`config.mk`:
```
export PLATFORM = sky130hd
export DESIGN_NAME = cvlc_top
export DESIGN_NICKNAME = d
export VERILOG_FILES = /design/src/cvlc_pkg.sv /design/src/cvlc_top.sv /design/src/cvlc_limit_flag.sv
export SDC_FILE = /design/constraint.sdc
export NUM_CORES = 1
export LEC_CHECK = 0
export BUFFER_PORTS_ARGS = -buffer_cell sky130_fd_sc_hd__buf_2
export CORE_ASPECT_RATIO = 0.5
export CORE_MARGIN = 2
export CORE_UTILIZATION = 45
export DETAILED_ROUTE_END_ITERATION = 10
export GPL_TIMING_DRIVEN = 0
export PLACE_DENSITY_LB_ADDON = 0.3
export SLEW_MARGIN = 15
export SYNTH_ARGS = -nofsm -noshare
export SYNTH_HDL_FRONTEND = slang
export SYNTH_SLANG_ARGS = --single-unit
```
`constraint.sdc`:
```
create_clock -name mclk_in -period 3.4 [get_ports mclk_in]
set_clock_uncertainty 0.1 [all_clocks]
set_input_delay 0.17 -clock mclk_in [delete_from_list [all_inputs] [get_ports mclk_in]]
set_output_delay 0.17 -clock mclk_in [all_outputs]
set_load 0.01 [all_outputs]
```
`src/cvlc_pkg.sv`:
```
package cvlc_pkg;

  // ----------------------------------------------------------------
  // Register map
  // ----------------------------------------------------------------
  localparam int unsigned ADDR_W    = 8;
  localparam int unsigned WORD_W    = 16;
  localparam int unsigned SAMPLE_W  = 10;

  localparam logic [ADDR_W-1:0] LOW_LIMIT_A_ADDR = 8'h0e;
  localparam logic [ADDR_W-1:0] UPPER_LIMIT_ADDR = 8'h0f;

  // ----------------------------------------------------------------
  // Field layout
  // ----------------------------------------------------------------
  localparam int unsigned THR_LSB    = 1;
  localparam int unsigned THR_MSB    = 10;
  localparam int unsigned PARITY_BIT = 0;

  // ----------------------------------------------------------------
  // Reset values
  // ----------------------------------------------------------------
  localparam logic [SAMPLE_W-1:0] LOW_A_RESET = 10'h000;
  localparam logic [SAMPLE_W-1:0] UPPER_RESET = 10'h3ff;
  localparam logic [WORD_W-1:0]   WORD_ZERO   = 16'h0000;

  // Direction of a threshold comparison
  typedef enum logic {
    CVLC_BELOW,
    CVLC_ABOVE
  } cvlc_dir_t;

endpackage

```
`src/cvlc_top.sv`:
```
// ------------------------------------------------------------------
// Coil voltage limit check: two thresholds and their status flags
// ------------------------------------------------------------------

module cvlc_top
  import cvlc_pkg::*;
(
  input  wire logic                        mclk_in,
  input  wire logic                        nrst_in,
  input  wire logic                        ce_in,
  input  wire logic [cvlc_pkg::ADDR_W-1:0] reg_addr_in,
  input  wire logic                        reg_wr_in,
  input  wire logic                        reg_rd_in,
  input  wire logic [cvlc_pkg::WORD_W-1:0] reg_wdata_in,
  input  wire logic [cvlc_pkg::SAMPLE_W-1:0] averaged_coil_sample_in,
  input  wire logic                        sample_valid_in,
  output logic [cvlc_pkg::WORD_W-1:0]      reg_rdata_out,
  output logic                             reg_rvalid_out,
  output logic                             reg_hit_out,
  output logic [cvlc_pkg::SAMPLE_W-1:0]    low_threshold_a_out,
  output logic [cvlc_pkg::SAMPLE_W-1:0]    high_threshold_out,
  output logic                             below_low_a_flag_out,
  output logic                             above_high_flag_out
);

  import cvlc_pkg::*;

  // Everything here runs on the one clock; the register strobes and the
  // sample inputs come from logic on that clock, so none is synchronised.

  // ----------------------------------------------------------------
  // Helpers
  // ----------------------------------------------------------------

  // Odd parity over the upper fifteen bits, placed in bit 0 on reads
  // Write parity is not checked: a bad parity bit from the host is
  // ignored rather than rejected, a trade of safety for simplicity.
  function automatic logic odd_parity(input logic [WORD_W-1:1] bits);
    odd_parity = ~(^bits);
  endfunction

  // Build a readable word from a threshold: reserved bits zero
  function automatic logic [WORD_W-1:0] pack_word(input logic [SAMPLE_W-1:0] thr);
    logic [WORD_W-1:0] w;
    w = WORD_ZERO;
    w[THR_MSB:THR_LSB] = thr;
    w[PARITY_BIT] = odd_parity(w[WORD_W-1:1]);
    pack_word = w;
  endfunction

  // Offset decode, shared by the write side and the read side so that
  // both always agree on which offsets are mapped
  function automatic logic is_low_a(input logic [ADDR_W-1:0] addr);
    is_low_a = (addr == LOW_LIMIT_A_ADDR);
  endfunction

  function automatic logic is_upper(input logic [ADDR_W-1:0] addr);
    is_upper = (addr == UPPER_LIMIT_ADDR);
  endfunction

  // ----------------------------------------------------------------
  // Threshold registers
  // ----------------------------------------------------------------
  // Both thresholds are ten bits wide and sit in bits 10:1 of a
  // sixteen-bit word. Software may write any value to the reserved
  // bits or to the parity position; they are simply not stored, so a
  // read always returns zeros there and a freshly computed parity.
  // A write is taken on a rising edge with the clock enable high and
  // shows on the threshold outputs one cycle later. Writes to offsets
  // that are not mapped leave both thresholds untouched.
  logic [SAMPLE_W-1:0] low_a_d;
  logic [SAMPLE_W-1:0] low_a_q;
  logic [SAMPLE_W-1:0] upper_d;
  logic [SAMPLE_W-1:0] upper_q;

  // Writes take only bits 10:1; reserved bits and parity are dropped
  always_comb
  begin
    low_a_d = low_a_q;
    upper_d = upper_q;
    if (reg_wr_in)
    begin
      if (is_low_a(reg_addr_in))
      begin
        low_a_d = reg_wdata_in[THR_MSB:THR_LSB];
      end
      if (is_upper(reg_addr_in))
      begin
        upper_d = reg_wdata_in[THR_MSB:THR_LSB];
      end
    end
  end

  // Upper resets high so nothing trips it before software sets it
  // A low clock enable freezes every register of the block.
  always_ff @(posedge mclk_in or negedge nrst_in)
  begin
    if (!nrst_in)
    begin
      low_a_q <= LOW_A_RESET;
      upper_q <= UPPER_RESET;
    end
    else if (ce_in)
    begin
      low_a_q <= low_a_d;
      upper_q <= upper_d;
    end
  end

  assign low_threshold_a_out = low_a_q;
  assign high_threshold_out  = upper_q;

  // ----------------------------------------------------------------
  // Read path
  // ----------------------------------------------------------------
  // The answer is registered so the read data comes straight from a
  // flip-flop. The valid pulse lasts one cycle; data and hit hold until
  // the next read, which lets a slow host pick them up later.
  // A read and a write to the same offset in one cycle return the value
  // from before the write.
  logic [WORD_W-1:0] rdata_d;
  logic [WORD_W-1:0] rdata_q;
  logic              rvalid_d;
  logic              rvalid_q;
  logic              hit_d;
  logic              hit_q;

  // Registered answer one cycle after the read; unmapped reads give zero
  always_comb
  begin
    rdata_d  = rdata_q;
    rvalid_d = 1'b0;
    hit_d    = hit_q;
    if (reg_rd_in)
    begin
      rvalid_d = 1'b1;
      hit_d    = 1'b1;
      if (is_low_a(reg_addr_in))
      begin
        rdata_d = pack_word(low_a_q);
      end
      else if (is_upper(reg_addr_in))
      begin
        rdata_d = pack_word(upper_q);
      end
      else
      begin
        // Unmapped offset answers zero so a wrong address is visible
        rdata_d = WORD_ZERO;
        hit_d   = 1'b0;
      end
    end
  end

  // Answer registers, frozen like all state while the clock enable is low
  always_ff @(posedge mclk_in or negedge nrst_in)
  begin
    if (!nrst_in)
    begin
      rdata_q  <= WORD_ZERO;
      rvalid_q <= 1'b0;
      hit_q    <= 1'b0;
    end
    else if (ce_in)
    begin
      rdata_q  <= rdata_d;
      rvalid_q <= rvalid_d;
      hit_q    <= hit_d;
    end
  end

  assign reg_rdata_out  = rdata_q;
  assign reg_rvalid_out = rvalid_q;
  assign reg_hit_out    = hit_q;

  // ----------------------------------------------------------------
  // Comparators
  // ----------------------------------------------------------------
  // The sample is compared against the thresholds as they stand in the
  // same cycle, so a write and a sample together use the old threshold.
  // Equal values clear both flags: the low check is strictly below and
  // the upper check strictly above. Each flag only moves on a valid
  // sample, so a host may read the flags at any time between samples
  // and sees the verdict on the latest sample taken with the clock enable high.

  cvlc_limit_flag u_low_a (
    .mclk_in         (mclk_in),
    .nrst_in         (nrst_in),
    .ce_in           (ce_in),
    .dir_in          (CVLC_BELOW),
    .threshold_in    (low_a_q),
    .sample_in       (averaged_coil_sample_in),
    .sample_valid_in (sample_valid_in),
    .flag_out        (below_low_a_flag_out)
  );

  cvlc_limit_flag u_upper (
    .mclk_in         (mclk_in),
    .nrst_in         (nrst_in),
    .ce_in           (ce_in),
    .dir_in          (CVLC_ABOVE),
    .threshold_in    (upper_q),
    .sample_in       (averaged_coil_sample_in),
    .sample_valid_in (sample_valid_in),
    .flag_out        (above_high_flag_out)
  );

endmodule

```
`src/cvlc_limit_flag.sv`:
```
// ------------------------------------------------------------------
// One threshold comparator with its held flag
// ------------------------------------------------------------------
module cvlc_limit_flag
  import cvlc_pkg::*;
(
  input  wire logic                mclk_in,
  input  wire logic                nrst_in,
  input  wire logic                ce_in,
  input  wire cvlc_dir_t           dir_in,
  input  wire logic [SAMPLE_W-1:0] threshold_in,
  input  wire logic [SAMPLE_W-1:0] sample_in,
  input  wire logic                sample_valid_in,
  output logic                     flag_out
);

  logic flag_d;
  logic flag_q;
  logic hit;

  // Unsigned compare in the chosen direction
  // unsigned compare
  always_comb
  begin
    if (dir_in == CVLC_ABOVE)
    begin
      hit = (sample_in > threshold_in);
    end
    else
    begin
      hit = (sample_in < threshold_in);
    end
  end

  // Flag follows each fresh sample and holds between samples
  // update on valid
  always_comb
  begin
    flag_d = flag_q;
    if (sample_valid_in)
    begin
      flag_d = hit;
    end
  end

  // Flag register; cleared by reset so no limit looks violated early
  always_ff @(posedge mclk_in or negedge nrst_in)
  begin
    if (!nrst_in)
    begin
      flag_q <= 1'b0;
    end
    else if (ce_in)
    begin
      flag_q <= flag_d;
    end
  end

  assign flag_out = flag_q;

endmodule

```
# == Word level (Yosys, flattened, before mapping) ==
# Index checks and enable logic that the tools add are counted.
# word_totals
reg_bits,40
latchBits,0
ramBits,0
mem_bits_ro,0
input_bits,40
wordCells,24
memories,0
# classes
n_addsub,0
n_mul,0
div_mod_pow,0
magnitude_cmp,2
eq_ne,2
shifts,0
mux,5
bitwise,2
n_reduce_logical,6
# op_table
cell,count
$reduce_xor A15 Y1,2
$mux W11,2
$eq A8 B4 Y1 const B,2
$gt A10 B10 Y1,1
$lt A10 B10 Y1,1
$reduce_and A3 Y1,2
$reduce_and A2 Y1,2
$mux W1,3
$not A1 Y1,2

# == Longest topological paths before layout ==
# depth
word_depth,4
mapped_depth,7
depth_no_buf,7

# == By module ==
# From an unflattened synthesis, not the netlist that was laid out.
# unflattened
cells_unflattened,211
hier_area_um2,2232.1
# modules_own_cells
mod,instances,cells_per_inst,area_each_um2,seq_area_each_um2
cvlc_top,1,125,1591.5,838.3
cvlc_limit_flag,2,43,320.3,25.0

# == Worst setup path before layout ==
# No wires, ideal clock.
# synth_path
path_type,register to register
from,"register upper_q[3], in the netlist high_threshold_out[3]"
to,"register u_upper.flag_q, in the netlist u_upper.flag_out"
setup_time_ps,121
arrival_ps,1585
slack_ps,1594
path_stages_with_launch,8
synth_period_minus_slack_ps,1806
path_cell_list,dfstp_2 > inv_1 > ha_1 > a21o_1 > a21o_1 > a21oi_1 > o211ai_1 > a22o_1
# synth_between
elab_chain_len,1
# synth_rtl
element,line_no,rtl
from (decl),cvlc_top.sv:74,logic [SAMPLE_W-1:0] upper_q;
from (signal assigned),cvlc_top.sv:106,upper_q <= upper_d;
$gt A10 B10 Y1,cvlc_limit_flag.sv:27,hit = (sample_in > threshold_in);
to (signal assigned),cvlc_limit_flag.sv:55,flag_q <= flag_d;
to (decl),cvlc_limit_flag.sv:18,logic flag_q;
# No other way between the ends.
# A chain may end at the register's enable or synchronous reset.

# == Worst setup path in the final report ==
# Ends and elaborated chain as after synthesis.

==> load_flow_metrics.sql <==
INSERT INTO impl_metrics (metric_group, metric, value, unit) VALUES
('setup_path', 'timing.reg2reg.setup_slack', '1.49', 'ns'),
('finish', 'most-common-layout-cells', '68 x buf_2, 27 x nand2_1, 25 x o21ai_0, 25 x dfrtp_1, 21 x inv_1', ''),
('synthesis', 'synth_area_leader_cell', 'dfrtp_1', ''),
('pwr', 'p_sw_share', '25.75', '%'),
('setup_path', 'cp_top_family', 'compound AO/OA/AOI/OAI gates', ''),
('route', 'detail_route.first_pass.iterations', '4', ''),
('hold_path', 'whs_path_depth', '3', ''),
('status', 'run_status', 'finished clean', ''),
('setup_path', 'worstPathArrival', '1.99', 'ns'),
('global_route', 'antenna_violations_before_repair', '0', ''),
('run', 'maxCapViolations', '0', ''),
('finish', 'nNetsFinal', '349', ''),
('synthesis', 'mappedNetlistArea', '2103', 'sq um'),
('floorplanning', 'dieHeight', '52.34', 'um'),
('clocking', 'clock_pin_slew_on_the_worst_setup_and_hold_paths', '0.07', 'ns'),
('clocking', 'ctsLongestPathBuffers', '2', ''),
('sta', 'setup_tns', '0', 'ns'),
('placement', 'gpl.final_weighted_congestion', '0.8811', ''),
('clocking', 'cts_hold_buf', '3', ''),
('floorplanning', 'core_area', '4446', 'sq um'),
('pwr', 'leakagePower', '1.305', 'nW'),
('setup_path', 'worstSetupStartpointType', 'register', ''),
('route', 'routed_wirelength', '5122', 'um'),
('floorplanning', 'floorplan.initialDensity', '47.31', '%'),
('sta', 'final_report_setup_violation_count', '0', ''),
('floorplanning', 'num_rows', '17', ''),
('sta', 'report.final.hold_viol_count', '0', ''),
('setup_path', 'endpoint_kind', 'register', ''),
('route', 'routed-via-count', '1769', ''),
('placement', 'place_inst', '337', ''),
('global_route', 'grt_pass1_vias', '1716', ''),
('pwr', 'internal_power', '0.6896', 'mW'),
('clocking', 'clk_root_buffer_cell', 'clkbuf_8', ''),
('pwr', 'vdd_drop_max', '0.0001439', 'V'),
('finish', 'layout.core_utilization', '59.84', '%'),
('sta', 'fin_crit', '1.913', 'ns'),
('floorplanning', 'die_width', '100.7', 'um'),
('route', 'drc', '0', ''),
('route', 'wl_per_cell', '14.72', 'um'),
('route', 'final_antenna_net_count', '0', ''),
('hold_path', 'worstHoldEndpoint', 'low_threshold_a_out[6]$_DFFE_PN0P_', ''),
('placement', 'place_hpwl', '4010', 'um'),
('clocking', 'worstSkewPairLatency', '0.29', 'ns'),
('setup_path', 'library_cell_appearing_most_often_on_the_critical_path', 'a21o_1', ''),
('clocking', 'cts_inserted_buffers', '5', ''),
('synthesis', 'ys_seq_elements', '35', ''),
('sta', 'final.period_utilization', '56.27', '%'),
('route', 'drt_first_iter_violations', '84', ''),
('hold_path', 'holdCritPathClass', 'primary input to register', ''),
('synthesis', 'post_synth_num_cell_types', '32', ''),
('clocking', 'post_cts_sizing_count', '0', ''),
('synthesis', 'synth-edff-count', '0', ''),
('global_route', 'pin_count_of_the_biggest_net_entering_global_routing', '36', ''),
('global_route', 'first_pass_grt_wire_length', '8128', 'um'),
('synthesis', 'netlist_instances', '208', ''),
('synthesis', 'ys_seq_area_share', '42.24', '%'),
('setup_path', 'critical_path_cell_by_cell', 'inv_1 -> ha_1 -> a21o_1 -> a21o_1 -> a21oi_1 -> o211ai_1 -> a22o_1', ''),
('global_route', 'globalRouteTotalUtil', '20.77', '%'),
('finish', 'layout_overhead_on_the_synthesized_area', '26.47', '%'),
('sta', 'slew-limit-headroom', '48.28', '%'),
('pwr', 'sequential_fraction_of_design_power', '48.3', '%'),
('clocking', 'cts_setup_buffers', '0', ''),
('finish', 'layout.cells.most_common', 'buf_2', ''),
('pwr', 'net-switching-power', '0.2392', 'mW'),
('setup_path', 'crit_path_max_fanout', '5', ''),
('setup_path', 'slowest_stage', 'dfstp_2', ''),
('synthesis', 'primary_ff_master_synth', 'dfrtp_1', ''),
('pwr', 'power.density_cell_area', '349.2', 'nW/um^2'),
('setup_path', 'critPathBufInv', '1', ''),
('clocking', 'cts_sinks', '35', ''),
('placement', 'portBuffers', '68', '');
-- state kept, by name, indices dropped and copies added, names as in the netlist --
register,cells
u_low_a.flag_out,1
reg_rvalid_out,1
high_threshold_out,10
reg_rdata_out,11
low_threshold_a_out,10
reg_hit_out,1
u_upper.flag_out,1
-- cells in the mapped netlist (3+ instances only) --
| cell | instances |
|---|---|
| a21o_1 | 3 |
| nor2_1 | 3 |
| a21oi_1 | 7 |
| a22oi_1 | 12 |
| buf_4 | 6 |
| inv_1 | 21 |
| dfstp_2 | 10 |
| ha_1 | 19 |
| mux2_2 | 10 |
| nand2_1 | 27 |
| o21ai_0 | 25 |
| dfrtp_1 | 25 |
| xnor2_1 | 18 |
-- how the worst max path moves through the flow --
| stage | from | to | depth (start not counted) |
|---|---|---|---|
| floorplan | high_threshold_out[3]$_DFFE_PN1P_ | u_upper.flag_out$_DFFE_PN0P_ | 7 |
| global placement | high_threshold_out[3]$_DFFE_PN1P_ | u_upper.flag_out$_DFFE_PN0P_ | 7 |
| detailed placement | reg_addr_in[7] | low_threshold_a_out[0]$_DFFE_PN0P_ | 5 |
| CTS | high_threshold_out[3]$_DFFE_PN1P_ | u_upper.flag_out$_DFFE_PN0P_ | 7 |
| global route | high_threshold_out[3]$_DFFE_PN1P_ | u_upper.flag_out$_DFFE_PN0P_ | 7 |
| finish | high_threshold_out[3]$_DFFE_PN1P_ | u_upper.flag_out$_DFFE_PN0P_ | 7 |
-- metal layers --
metal | vias to the layer above | share of wire [%] | track usage (%) | routed length, um
met5 | - | 0 | 0 | 0
met4 | 0 | 1.2 | 6.164 | 63
met3 | 9 | 5.4 | 4.933 | 275
met2 | 44 | 47 | 33.67 | 2400
met1 | 841 | 47 | 27.96 | 2383
li1 | 875 | - | - | -
-- through the flow --
step	worst slack, ns	hold slack [ns]	cell area, sq um	power [mW]
final	1.487	0.0009599	2660	0.9288
after global routing	1.384	0.01610	2660	0.9665
after CTS	1.486	0.001068	2660	0.9304
after detailed placement	1.505	0.1847	2530	0.6028
after global placement	1.527	0.1732	2530	0.5967
after floorplan	1.594	-0.2256	2118	0.5367
-- cell families (layout without fill, tap and decap cells) --
logic type               Yosys count  in the layout  share of synthesized area (%)
buffers and inverters             31            110                          7.317
AO/OA/AOI/OAI                     52             52                          14.81
adder cells (fa/ha/maj)           19             19                          11.30
AND/OR/NAND/NOR                   41             41                          10.59
other                              1              5                         0.1783
XOR/XNOR                          18             18                          7.495
flip-flops                        35             35                          42.24
multiplexers                      11             11                          6.068
-- worst register-to-register path: stages (launching register included) --
cell,delay [ns]
dfstp_2,0.58
inv_1,0.06
ha_1,0.28
a21o_1,0.16
a21o_1,0.17
a21oi_1,0.17
o211ai_1,0.10
a22o_1,0.19
-- area by class of cell --
cell class | count | area, sq um
repair buffers | 71 | 370.4
fillers | 416 | 1785
flip-flops and latches | 35 | 888.4
well taps | 57 | 71.32
plain buffers | 10 | 75.07
clock buffers | 8 | 100.1
inverters | 21 | 78.83
multi-input cells | 146 | 1076
-- power groups by stage --
stage               clock, mW  combinational, mW  sequential (mW)
floorplan                   0             0.0780            0.459
global placement            0              0.141            0.456
detailed placement          0              0.147            0.456
CTS                     0.331              0.150            0.449
global route            0.347              0.169            0.450
finish                  0.331              0.149            0.449
Power figures use the tool's default switching activity.
